==> config.mk <==
export PLATFORM = sky130hd
export DESIGN_NAME = rpc_top
export DESIGN_NICKNAME = d
export VERILOG_FILES = /design/src/rtl/rpc_pkg.sv /design/src/rtl/rpc_top.sv /design/src/rtl/rpc_pin_sync.sv /design/src/rtl/rpc_tx_gate.sv
export SDC_FILE = /design/constraint.sdc
export NUM_CORES = 1
export LEC_CHECK = 0
export ABC_AREA = 0
export BUFFER_PORTS_ARGS = -buffer_cell sky130_fd_sc_hd__buf_2
export CORE_ASPECT_RATIO = 2
export CORE_UTILIZATION = 44
export DETAILED_ROUTE_END_ITERATION = 10
export PLACE_DENSITY_LB_ADDON = 0.12
export SLEW_MARGIN = 10
export SYNTH_ARGS = -nofsm -noshare
export SYNTH_HDL_FRONTEND = slang
export SYNTH_SLANG_ARGS = --single-unit
==> constraint.sdc <==
create_clock -name clk -period 5.45 [get_ports clk]
set_input_delay 1.635 -clock clk [delete_from_list [all_inputs] [get_ports clk]]
set_output_delay 1.635 -clock clk [all_outputs]
set_load 0.01 [all_outputs]
==> src/rtl/rpc_pkg.sv <==
// Constants for the redundancy and power control register block
// Assumes an APB master with 32-bit data and a 20 MHz clock
package rpc_pkg;
	localparam int unsigned rpc_num_channels = 3;
	localparam logic [7:0] rpc_ctrl_offset = 8'h00;
	localparam int unsigned rpc_ctrl_width = 8;
	localparam logic [7:0] rpc_ctrl_reset = 8'h00;
	localparam logic [7:0] rpc_ctrl_writable = 8'h77;
	localparam int unsigned rpc_tx_on_lsb = 0;
	localparam int unsigned rpc_rx_on_lsb = 4;
	localparam logic [7:0] rpc_status_offset = 8'h04;
	localparam int unsigned rpc_status_pin_lsb = 0;
	localparam int unsigned rpc_status_drv_lsb = 4;
	localparam int unsigned rpc_sync_stages = 3;
endpackage

==> src/rtl/rpc_top.sv <==
// Redundancy and power control register with APB slave
// Assumes APB master on clk; transmit enable pins are asynchronous
`timescale 1ns/1ps
`default_nettype none
module rpc_top (
	input wire logic clk,
	input wire logic reset_n,
	input wire logic psel,
	input wire logic penable,
	input wire logic pwrite,
	input wire logic [7:0] paddr,
	input wire logic [31:0] pwdata,
	input wire logic [3:0] pstrb,
	output logic [31:0] prdata,
	output logic pready,
	output logic pslverr,
	input wire logic [2:0] transmit_enable_pin,
	output logic [2:0] receive_section_on,
	output logic [2:0] transmit_driver_on,
	output logic [2:0] transmit_line_oe
);
	logic [7:0] redundancy_control_register;
	logic [7:0] next_redundancy_control_register;
	logic [31:0] next_prdata;
	logic next_pready;
	logic next_pslverr;
	logic [2:0] next_receive_section_on;
	logic [2:0] next_transmit_line_oe;
	logic [2:0] pin_level;
	logic [2:0] drv_on;
	logic access;
	logic hit_ctrl;
	logic hit_status;

	assign access = psel & penable & ~pready;
	assign hit_ctrl = (paddr == rpc_pkg::rpc_ctrl_offset);
	assign hit_status = (paddr == rpc_pkg::rpc_status_offset);

	for (genvar ch = 0; ch < 3; ch++) begin : g_ch
		rpc_pin_sync u_sync (
			.clk(clk),
			.reset_n(reset_n),
			.pin_async(transmit_enable_pin[ch]),
			.pin_level(pin_level[ch])
		);
		rpc_tx_gate u_gate (
			.clk(clk),
			.reset_n(reset_n),
			.reg_on(redundancy_control_register[rpc_pkg::rpc_tx_on_lsb + ch]),
			.pin_on(pin_level[ch]),
			.driver_on(drv_on[ch])
		);
	end

	// Register write and APB answer
	always_comb begin
		next_redundancy_control_register = redundancy_control_register;
		next_prdata = prdata;
		next_pready = 1'b0;
		next_pslverr = 1'b0;
		if (psel & penable & pready) begin
			next_prdata = 32'h0000_0000;
		end
		if (access) begin
			next_pready = 1'b1;
			next_prdata = 32'h0000_0000;
			if (hit_ctrl) begin
				if (pwrite) begin
					if (pstrb[0]) begin
						next_redundancy_control_register = pwdata[7:0] & rpc_pkg::rpc_ctrl_writable;
					end
				end else begin
					next_prdata = {24'h00_0000, redundancy_control_register};
				end
			end else if (hit_status) begin
				if (pwrite) begin
					next_pslverr = 1'b1;
				end else begin
					next_prdata = {24'h00_0000, 1'b0, drv_on, 1'b0, pin_level};
				end
			end else begin
				next_pslverr = 1'b1;
			end
		end
	end

	always_comb begin
		next_receive_section_on = next_redundancy_control_register[rpc_pkg::rpc_rx_on_lsb +: 3];
		next_transmit_line_oe = drv_on;
	end

	always_ff @(posedge clk) begin
		if (!reset_n) begin
			redundancy_control_register <= rpc_pkg::rpc_ctrl_reset;
			prdata <= 32'h0000_0000;
			pready <= 1'b0;
			pslverr <= 1'b0;
			receive_section_on <= 3'h0;
			transmit_line_oe <= 3'h0;
		end else begin
			redundancy_control_register <= next_redundancy_control_register;
			prdata <= next_prdata;
			pready <= next_pready;
			pslverr <= next_pslverr;
			receive_section_on <= next_receive_section_on;
			transmit_line_oe <= next_transmit_line_oe;
		end
	end

	assign transmit_driver_on = drv_on;

	// Channel 2 receiver follows bit 6
	chk_rx_ch2_follow: assert property (
		@(posedge clk) disable iff (!reset_n)
		receive_section_on[2] == redundancy_control_register[6]
	) else $error("rx ch2 mismatch");
	// Channel 1 receiver follows bit 5
	chk_rx_ch1_follow: assert property (
		@(posedge clk) disable iff (!reset_n)
		receive_section_on[1] == redundancy_control_register[5]
	) else $error("rx ch1 mismatch");
	// Channel 0 receiver follows bit 4
	chk_rx_ch0_follow: assert property (
		@(posedge clk) disable iff (!reset_n)
		receive_section_on[0] == redundancy_control_register[4]
	) else $error("rx ch0 mismatch");
	chk_rx_off_hold: assert property (
		@(posedge clk) disable iff (!reset_n)
		!redundancy_control_register[4] && !(access && pwrite && hit_ctrl) |=> !receive_section_on[0]
	) else $error("rx ch0 woke without write");
	chk_tx_ch2_on: assert property (
		@(posedge clk) disable iff (!reset_n)
		redundancy_control_register[2] && pin_level[2] && $stable(redundancy_control_register[2])
		|=> transmit_driver_on[2]
	) else $error("tx ch2 not on");
	chk_tx_ch2_off: assert property (
		@(posedge clk) disable iff (!reset_n)
		!redundancy_control_register[2] |=> !transmit_driver_on[2] ##1 !transmit_line_oe[2]
	) else $error("tx ch2 not tri-stated");
	chk_tx_ch1_gate: assert property (
		@(posedge clk) disable iff (!reset_n)
		transmit_driver_on[1] |-> $past(redundancy_control_register[1]) && $past(pin_level[1])
	) else $error("tx ch1 wrong");
	chk_tx_ch0_gate: assert property (
		@(posedge clk) disable iff (!reset_n)
		transmit_driver_on[0] |-> $past(redundancy_control_register[0]) && $past(pin_level[0])
	) else $error("tx ch0 wrong");
	chk_reserved_zero: assert property (
		@(posedge clk) disable iff (!reset_n)
		redundancy_control_register[7] == 1'b0 && redundancy_control_register[3] == 1'b0
	) else $error("reserved bit set");
	chk_pin_low_off: assert property (
		@(posedge clk) disable iff (!reset_n)
		!pin_level[2] |=> !transmit_driver_on[2]
	) else $error("tx ch2 on with pin low");
	chk_rx_ch2_on: assert property (
		@(posedge clk) disable iff (!reset_n)
		access && pwrite && hit_ctrl && pstrb[0] && pwdata[6] |=> receive_section_on[2]
	) else $error("rx ch2 not powered");
	chk_rx_ch2_off: assert property (
		@(posedge clk) disable iff (!reset_n)
		access && pwrite && hit_ctrl && pstrb[0] && !pwdata[6] |=> !receive_section_on[2]
	) else $error("rx ch2 not powered down");
	chk_rx_ch1_on: assert property (
		@(posedge clk) disable iff (!reset_n)
		access && pwrite && hit_ctrl && pstrb[0] && pwdata[5] |=> receive_section_on[1]
	) else $error("rx ch1 not powered");
	chk_rx_ch1_off: assert property (
		@(posedge clk) disable iff (!reset_n)
		access && pwrite && hit_ctrl && pstrb[0] && !pwdata[5] |=> !receive_section_on[1]
	) else $error("rx ch1 not powered down");
	chk_rx_ch0_on: assert property (
		@(posedge clk) disable iff (!reset_n)
		access && pwrite && hit_ctrl && pstrb[0] && pwdata[4] |=> receive_section_on[0]
	) else $error("rx ch0 not powered");
	chk_rx_ch0_off: assert property (
		@(posedge clk) disable iff (!reset_n)
		access && pwrite && hit_ctrl && pstrb[0] && !pwdata[4] |=> !receive_section_on[0]
	) else $error("rx ch0 not powered down");
	chk_rx_path_off: assert property (
		@(posedge clk) disable iff (!reset_n)
		$fell(redundancy_control_register[5]) |-> !receive_section_on[1]
	) else $error("rx ch1 path still powered");
	// Write with pin high enables driver
	chk_tx_ch2_write_on: assert property (
		@(posedge clk) disable iff (!reset_n)
		access && pwrite && hit_ctrl && pstrb[0] && pwdata[2] ##1 pin_level[2] |=> transmit_driver_on[2]
	) else $error("tx ch2 not enabled by write");
	chk_tx_ch2_line_on: assert property (
		@(posedge clk) disable iff (!reset_n)
		transmit_driver_on[2] |=> transmit_line_oe[2]
	) else $error("tx ch2 line not driven");
	chk_tx_ch2_line_off: assert property (
		@(posedge clk) disable iff (!reset_n)
		!transmit_driver_on[2] |=> !transmit_line_oe[2]
	) else $error("tx ch2 line not released");
	chk_tx_ch2_write_off: assert property (
		@(posedge clk) disable iff (!reset_n)
		access && pwrite && hit_ctrl && pstrb[0] && !pwdata[2] |=> ##1 !transmit_driver_on[2]
	) else $error("tx ch2 not shut by write");
	chk_tx_ch1_line: assert property (
		@(posedge clk) disable iff (!reset_n)
		transmit_line_oe[1] == $past(transmit_driver_on[1])
	) else $error("tx ch1 line enable wrong");
	chk_tx_ch0_line: assert property (
		@(posedge clk) disable iff (!reset_n)
		transmit_line_oe[0] == $past(transmit_driver_on[0])
	) else $error("tx ch0 line enable wrong");
	// Channel 1 bit clear shuts driver
	chk_tx_ch1_off: assert property (
		@(posedge clk) disable iff (!reset_n)
		!redundancy_control_register[1] |=> !transmit_driver_on[1]
	) else $error("tx ch1 on with bit clear");
	// Channel 0 bit clear shuts driver
	chk_tx_ch0_off: assert property (
		@(posedge clk) disable iff (!reset_n)
		!redundancy_control_register[0] |=> !transmit_driver_on[0]
	) else $error("tx ch0 on with bit clear");
	chk_pin_low_line: assert property (
		@(posedge clk) disable iff (!reset_n)
		!pin_level[2] |=> ##1 !transmit_line_oe[2]
	) else $error("tx ch2 line driven with pin low");
	chk_reset_clear: assert property (
		@(posedge clk)
		!reset_n |=> redundancy_control_register == 8'h00 && receive_section_on == 3'h0
		&& transmit_driver_on == 3'h0 && transmit_line_oe == 3'h0
	) else $error("reset left state set");
	chk_strobe_ignored: assert property (
		@(posedge clk) disable iff (!reset_n)
		access && pwrite && !pstrb[0] |=> $stable(redundancy_control_register)
	) else $error("write without strobe landed");
	chk_unmapped_keep: assert property (
		@(posedge clk) disable iff (!reset_n)
		access && !hit_ctrl |=> $stable(redundancy_control_register)
	) else $error("foreign access changed register");
	chk_pready_pulse: assert property (
		@(posedge clk) disable iff (!reset_n)
		pready |=> !pready
	) else $error("ready longer than one cycle");
	chk_err_with_ready: assert property (
		@(posedge clk) disable iff (!reset_n)
		pslverr |-> pready
	) else $error("error without ready");
	chk_unmapped_err: assert property (
		@(posedge clk) disable iff (!reset_n)
		access && !hit_ctrl && !hit_status |=> pslverr && prdata == 32'h0000_0000
	) else $error("unmapped access not refused");
	chk_ctrl_read: assert property (
		@(posedge clk) disable iff (!reset_n)
		access && !pwrite && hit_ctrl |=> !pslverr && prdata == {24'h00_0000, $past(redundancy_control_register)}
	) else $error("control read data wrong");
	chk_status_write_err: assert property (
		@(posedge clk) disable iff (!reset_n)
		access && pwrite && hit_status |=> pslverr && $stable(redundancy_control_register)
	) else $error("status write not refused");
	chk_ready_answer: assert property (
		@(posedge clk) disable iff (!reset_n)
		access |=> pready
	) else $error("access not answered");
endmodule
`default_nettype wire

==> src/rtl/rpc_pin_sync.sv <==
// Three-stage pin synchroniser with agreement filter
// Assumes an asynchronous level input and the block clock
`timescale 1ns/1ps
`default_nettype none
module rpc_pin_sync (
	input wire logic clk,
	input wire logic reset_n,
	input wire logic pin_async,
	output logic pin_level
);
	logic [2:0] stage;
	logic [2:0] next_stage;
	logic next_pin_level;

	// Stage one is only read by stage two
	always_comb begin
		next_stage = {stage[1:0], pin_async};
		next_pin_level = pin_level;
		if (stage[1] == stage[2]) begin
			next_pin_level = stage[2];
		end
	end

	always_ff @(posedge clk) begin
		if (!reset_n) begin
			stage <= 3'h0;
			pin_level <= 1'b0;
		end else begin
			stage <= next_stage;
			pin_level <= next_pin_level;
		end
	end
endmodule
`default_nettype wire

==> src/rtl/rpc_tx_gate.sv <==
// Transmit driver gate for one channel
// Assumes synchronised enable pin and register bit on one clock
`timescale 1ns/1ps
`default_nettype none
module rpc_tx_gate (
	input wire logic clk,
	input wire logic reset_n,
	input wire logic reg_on,
	input wire logic pin_on,
	output logic driver_on
);
	logic next_driver_on;

	// Driver on only with pin high and bit set
	always_comb begin
		next_driver_on = reg_on & pin_on;
	end

	always_ff @(posedge clk) begin
		if (!reset_n) begin
			driver_on <= 1'b0;
		end else begin
			driver_on <= next_driver_on;
		end
	end
endmodule
`default_nettype wire

* Yosys cells after proc, flatten, opt, wreduce, memory -nomap -nowiden *
Cells that the tools add are included.

word-level totals
  register bits = 58
  latch bits = 0
  memory bits (writable) = 0
  bits in read-only memories = 0
  output and inout port bits = 43
  word-level logic and storage cells = 41
  memories = 0

cells by class
  $add $sub $neg = 0
  multipliers = 0
  div/mod/pow operators = 0
  magnitude comparators = 0
  equal/unequal tests = 4
  shift operators = 0
  mux-type cells = 9
  bitwise gates (word level) = 9
  reductions and logical operators = 4

operator list
  cell                                                              number
  32-bit 2-to-1 mux                                                 3
  7-bit 2-to-1 mux                                                  3
  8-bit by 3-bit == test with 1-bit output (second input constant)  1
  8-bit logical NOT                                                 1
  1-bit AND                                                         6
  4-bit AND reduction                                               1
  1-bit == test                                                     3
  1-bit 2-to-1 mux                                                  3
  1-bit NOT                                                         3
  3-bit OR reduction                                                1
  2-bit nonzero test                                                1

* Logic depth before layout (Yosys ltp) *
  word-level depth = 4
  mapped depth = 4
  gate-level depth less buffers = 3

* By module *
Synthesis repeated with hierarchy kept, for this count alone.

second synthesis, totals
  cell total of the unflattened synthesis = 136
  area total of the unflattened synthesis = 1,341.3 um2

by module, submodules not included
  module        times used  cells an instance  area an instance (um2)  sequential area each (um2)
  rpc_top       1           100                913.4                   340.3
  rpc_pin_sync  3           10                 116.4                   80.1
  rpc_tx_gate   3           2                  26.3                    20.0

* Worst setup path before layout *
OpenSTA, ideal clock, no wires.

  path type = input to register
  start = input paddr[7]
  end = register redundancy_control_register[0]
  setup time = 72 ps
  data arrival time = 2,979 ps
  data required time = 5,378 ps
  path slack = 2,399 ps
  stages = 4
  buffers on the path = 1
  cell sequence = or4_1 > buf_2 > nor4_4 > mux2i_1

between the ends
  longest elaborated chain between the ends = 2

ends and longest elaborated chain
  item                           RTL line        source
  from (decl)                    rpc_top.sv:11   input wire logic [7:0] paddr,
  8-bit logical NOT              rpc_top.sv:36   assign hit_ctrl = (paddr == rpc_pkg::rpc_ctrl_offset);
  4-bit AND reduction (no line)  -
  to (signal assigned)           rpc_top.sv:94   redundancy_control_register <= rpc_pkg::rpc_ctrl_reset;
  to (signal assigned)           rpc_top.sv:101  redundancy_control_register <= next_redundancy_control_register;
  to (decl)                      rpc_top.sv:22   logic [7:0] redundancy_control_register;

Every way passes these cells.
A chain may end at the register's enable or synchronous reset.

* Worst setup path in the final report *
Ends and elaborated chain as after synthesis.

==> impl_metrics.json <==
{
  "outcome": "finished clean",
  "num_io_pins": 95,
  "synth_edf_count": 0,
  "ys_ff_latch": 32,
  "p_leak_nw": 0.725,
  "yosysWarnings": 0,
  "antenna_left": 0,
  "cp_top_family": "simple AND/OR/NAND/NOR gates",
  "setup_violations": 0,
  "core-area_sq_mm": 0.00298,
  "cts_max_level": 2,
  "syn_inst": 146,
  "maxCapViolations": 0,
  "slew_headroom": 0.596,
  "grt_pass1_vias": 915,
  "final_common_cell": "buf_2",
  "critical_path.cell_chain": "buf_2 > or4_1 > nor4_4 > mux2i_1",
  "post-place-ws_ns": 2.04,
  "holdBufCountCts": 0,
  "grt_first_pass_wirelength_um": 4010,
  "p_int_uw": 350,
  "antenna_cells": 0,
  "die_w_um": 41.5,
  "nets": 233,
  "layout-drive-gt1-share": 0.258,
  "hpwl_um": 1860,
  "p_sw_uw": 95.3,
  "min_period_ns": 3.11,
  "finClkSkew_ns": 0.00637,
  "crit_buf_inv": 1,
  "gp_congestion": 0.761,
  "r2r_slack_ns": 4.00,
  "hp-class": "reg -> reg",
  "vias": 984,
  "die_h_um": 81.1,
  "routed_wl_um": 2380,
  "critPathMaxStageDelay_ns": 0.69,
  "post_cts.repair.setup_buffers": 0,
  "sequentialPowerShare": 0.536,
  "tightest_slew_ns": 0.602,
  "clock_latency_ns": 0.27,
  "comb_power_share": 0.068,
  "gr-usage-all-layers": 0.160,
  "cp_slowest_cell": "or4_1",
  "numCtsBuffers": 5,
  "p_sw_frac": 0.214,
  "grt_overflow": 0,
  "root_buffer": "clkbuf_8",
  "endpoint_kind": "flop",
  "timing.final.crit_share": 0.571,
  "initialDrtViolationCount": 12,
  "vdd_drop_max_v": 0.000177,
  "drv_slew": 0,
  "cts_tree": "done",
  "crit_required_ns": 5.64,
  "critPathKind": "in -> reg",
  "fin_setup_tns_ns": 0,
  "hold_viol": 0,
  "clock_path_buffers": 2,
  "final_area_sq_mm": 0.00154,
  "fin_ws_ns": 2.34,
  "viasPerCell": 4.64,
  "start_util": 0.462,
  "synth_area_sq_mm": 0.00138,
  "drcViolationCount": 0,
  "crit_arrival_ns": 3.30,
  "ys_types": 20,
  "grt_setup_unrepaired": "no",
  "synthArstFlopShare": 0,
  "startpoint_type": "input pin",
  "p_per_area_mw_per_mm2": 288,
  "cts.sinks": 32,
  "path_max_fanout": 8,
  "place.port_buffers": 39,
  "syn2layout_area_growth_pct": 12.2,
  "avgSynthCellArea_sq_um": 9.43,
  "power_uw": 445,
  "antenna_found_initial": 0,
  "dieArea_sq_mm": 0.00337,
  "seq_area_frac_synth": 0.465,
  "max_freq_ghz": 0.322,
  "p_clk_frac": 0.397,
  "wire_per_inst_um": 11.2,
  "placed_area_sq_mm": 0.00145,
  "grt_max_degree": 29,
  "synth_ff_type": "dfxtp_1",
  "clk_pin_slew_worst_paths_ns": 0.05,
  "cts_resized": 0,
  "final_cell_mix": "39 x buf_2, 32 x dfxtp_1, 26 x conb_1",
  "rows": 28,
  "drtPass1Iterations": 4
}
==> logic make-up (layout without fill, tap and decap cells) <==
group,after synthesis,in the layout,synth area share
compound gates,13,13,0.0491
buf+inv,37,48,0.184
mux,12,12,0.0873
simple gates,51,51,0.212
flops,32,32,0.465
other cells,1,26,0.00272
==> final timing paths <==
path | from | end | cells past startpoint
hold / removal | g_ch[0].u_sync.stage[0] | g_ch[0].u_sync.stage[1] | 1
setup reg to reg | pready | redundancy_control_register[0] | 3
setup / recovery | paddr[7] | redundancy_control_register[0] | 4
hold reg to reg | g_ch[0].u_sync.stage[0] | g_ch[0].u_sync.stage[1] | 1
==> power by group through the flow <==
stage                     combinational [mW]  clock, mW  sequential [mW]
after floorplan                       0.0337          0            0.244
after global placement                0.0294          0            0.243
after detailed placement              0.0300          0            0.244
after CTS                             0.0300      0.184            0.238
after global routing                  0.0341      0.199            0.239
final                                 0.0301      0.177            0.238
==> state kept, by name, summed over array words and instances, names as in the netlist <==
name and flops:
g_ch.u_sync.stage 9, prdata 6, redundancy_control_register 6, g_ch.u_gate.driver_on 3, g_ch.u_sync.pin_level 3, transmit_line_oe 3, pready 1, pslverr 1
==> through the flow <==
| step | utilization | std cells | hold slack, ns |
|---|---|---|---|
| 5_1_grt | 0.518 | 212 | 0.448 |
| 6_report | 0.518 | 212 | 0.433 |
| 3_5_place_dp | 0.488 | 204 | 0.420 |
| 4_1_cts | 0.518 | 212 | 0.437 |
| 3_3_place_gp | 0.488 | 204 | 0.416 |
| 2_1_floorplan | - | 171 | 0.412 |
==> cell type report <==
class,instances,area [sq um]
clock buffer,8,90.1
fill,315,1430
inverter,1,3.75
multi-input combinational,102,577
sequential,32,641
tap,30,37.5
timing repair buffer,39,195
==> layer usage <==
| metal | up-vias | part of all wire | track usage | wire length, um |
|---|---|---|---|---|
| li1 | 503 | - | - | - |
| met3 | 2 | 0.042 | 0.0467 | 101 |
| met2 | 33 | 0.57 | 0.300 | 1370 |
| met4 | 0 | 0.010 | 0.0871 | 25 |
| met5 | - | 0 | 0 | 0 |
| met1 | 446 | 0.37 | 0.151 | 888 |
==> synth_stat cells (2+ instances only) <==
library cell  number  share of area
dfxtp_1           32           0.47
buf_4             30           0.16
nand2_1           22          0.060
and2_1            12          0.055
mux2i_1           12          0.087
a21oi_1            9          0.033
or4_1              7          0.038
clkbuf_1           5          0.014
and3_1             3          0.014
o21ai_0            3          0.011
nand3b_1           2          0.011
==> worst register-to-register path, cell delays in order (launching register included) <==
cell and delay [ns]:
dfxtp_1 0.32, nand3b_1 0.23, nor4_4 0.56, mux2i_1 0.26
(Power assumes the default switching activity.)
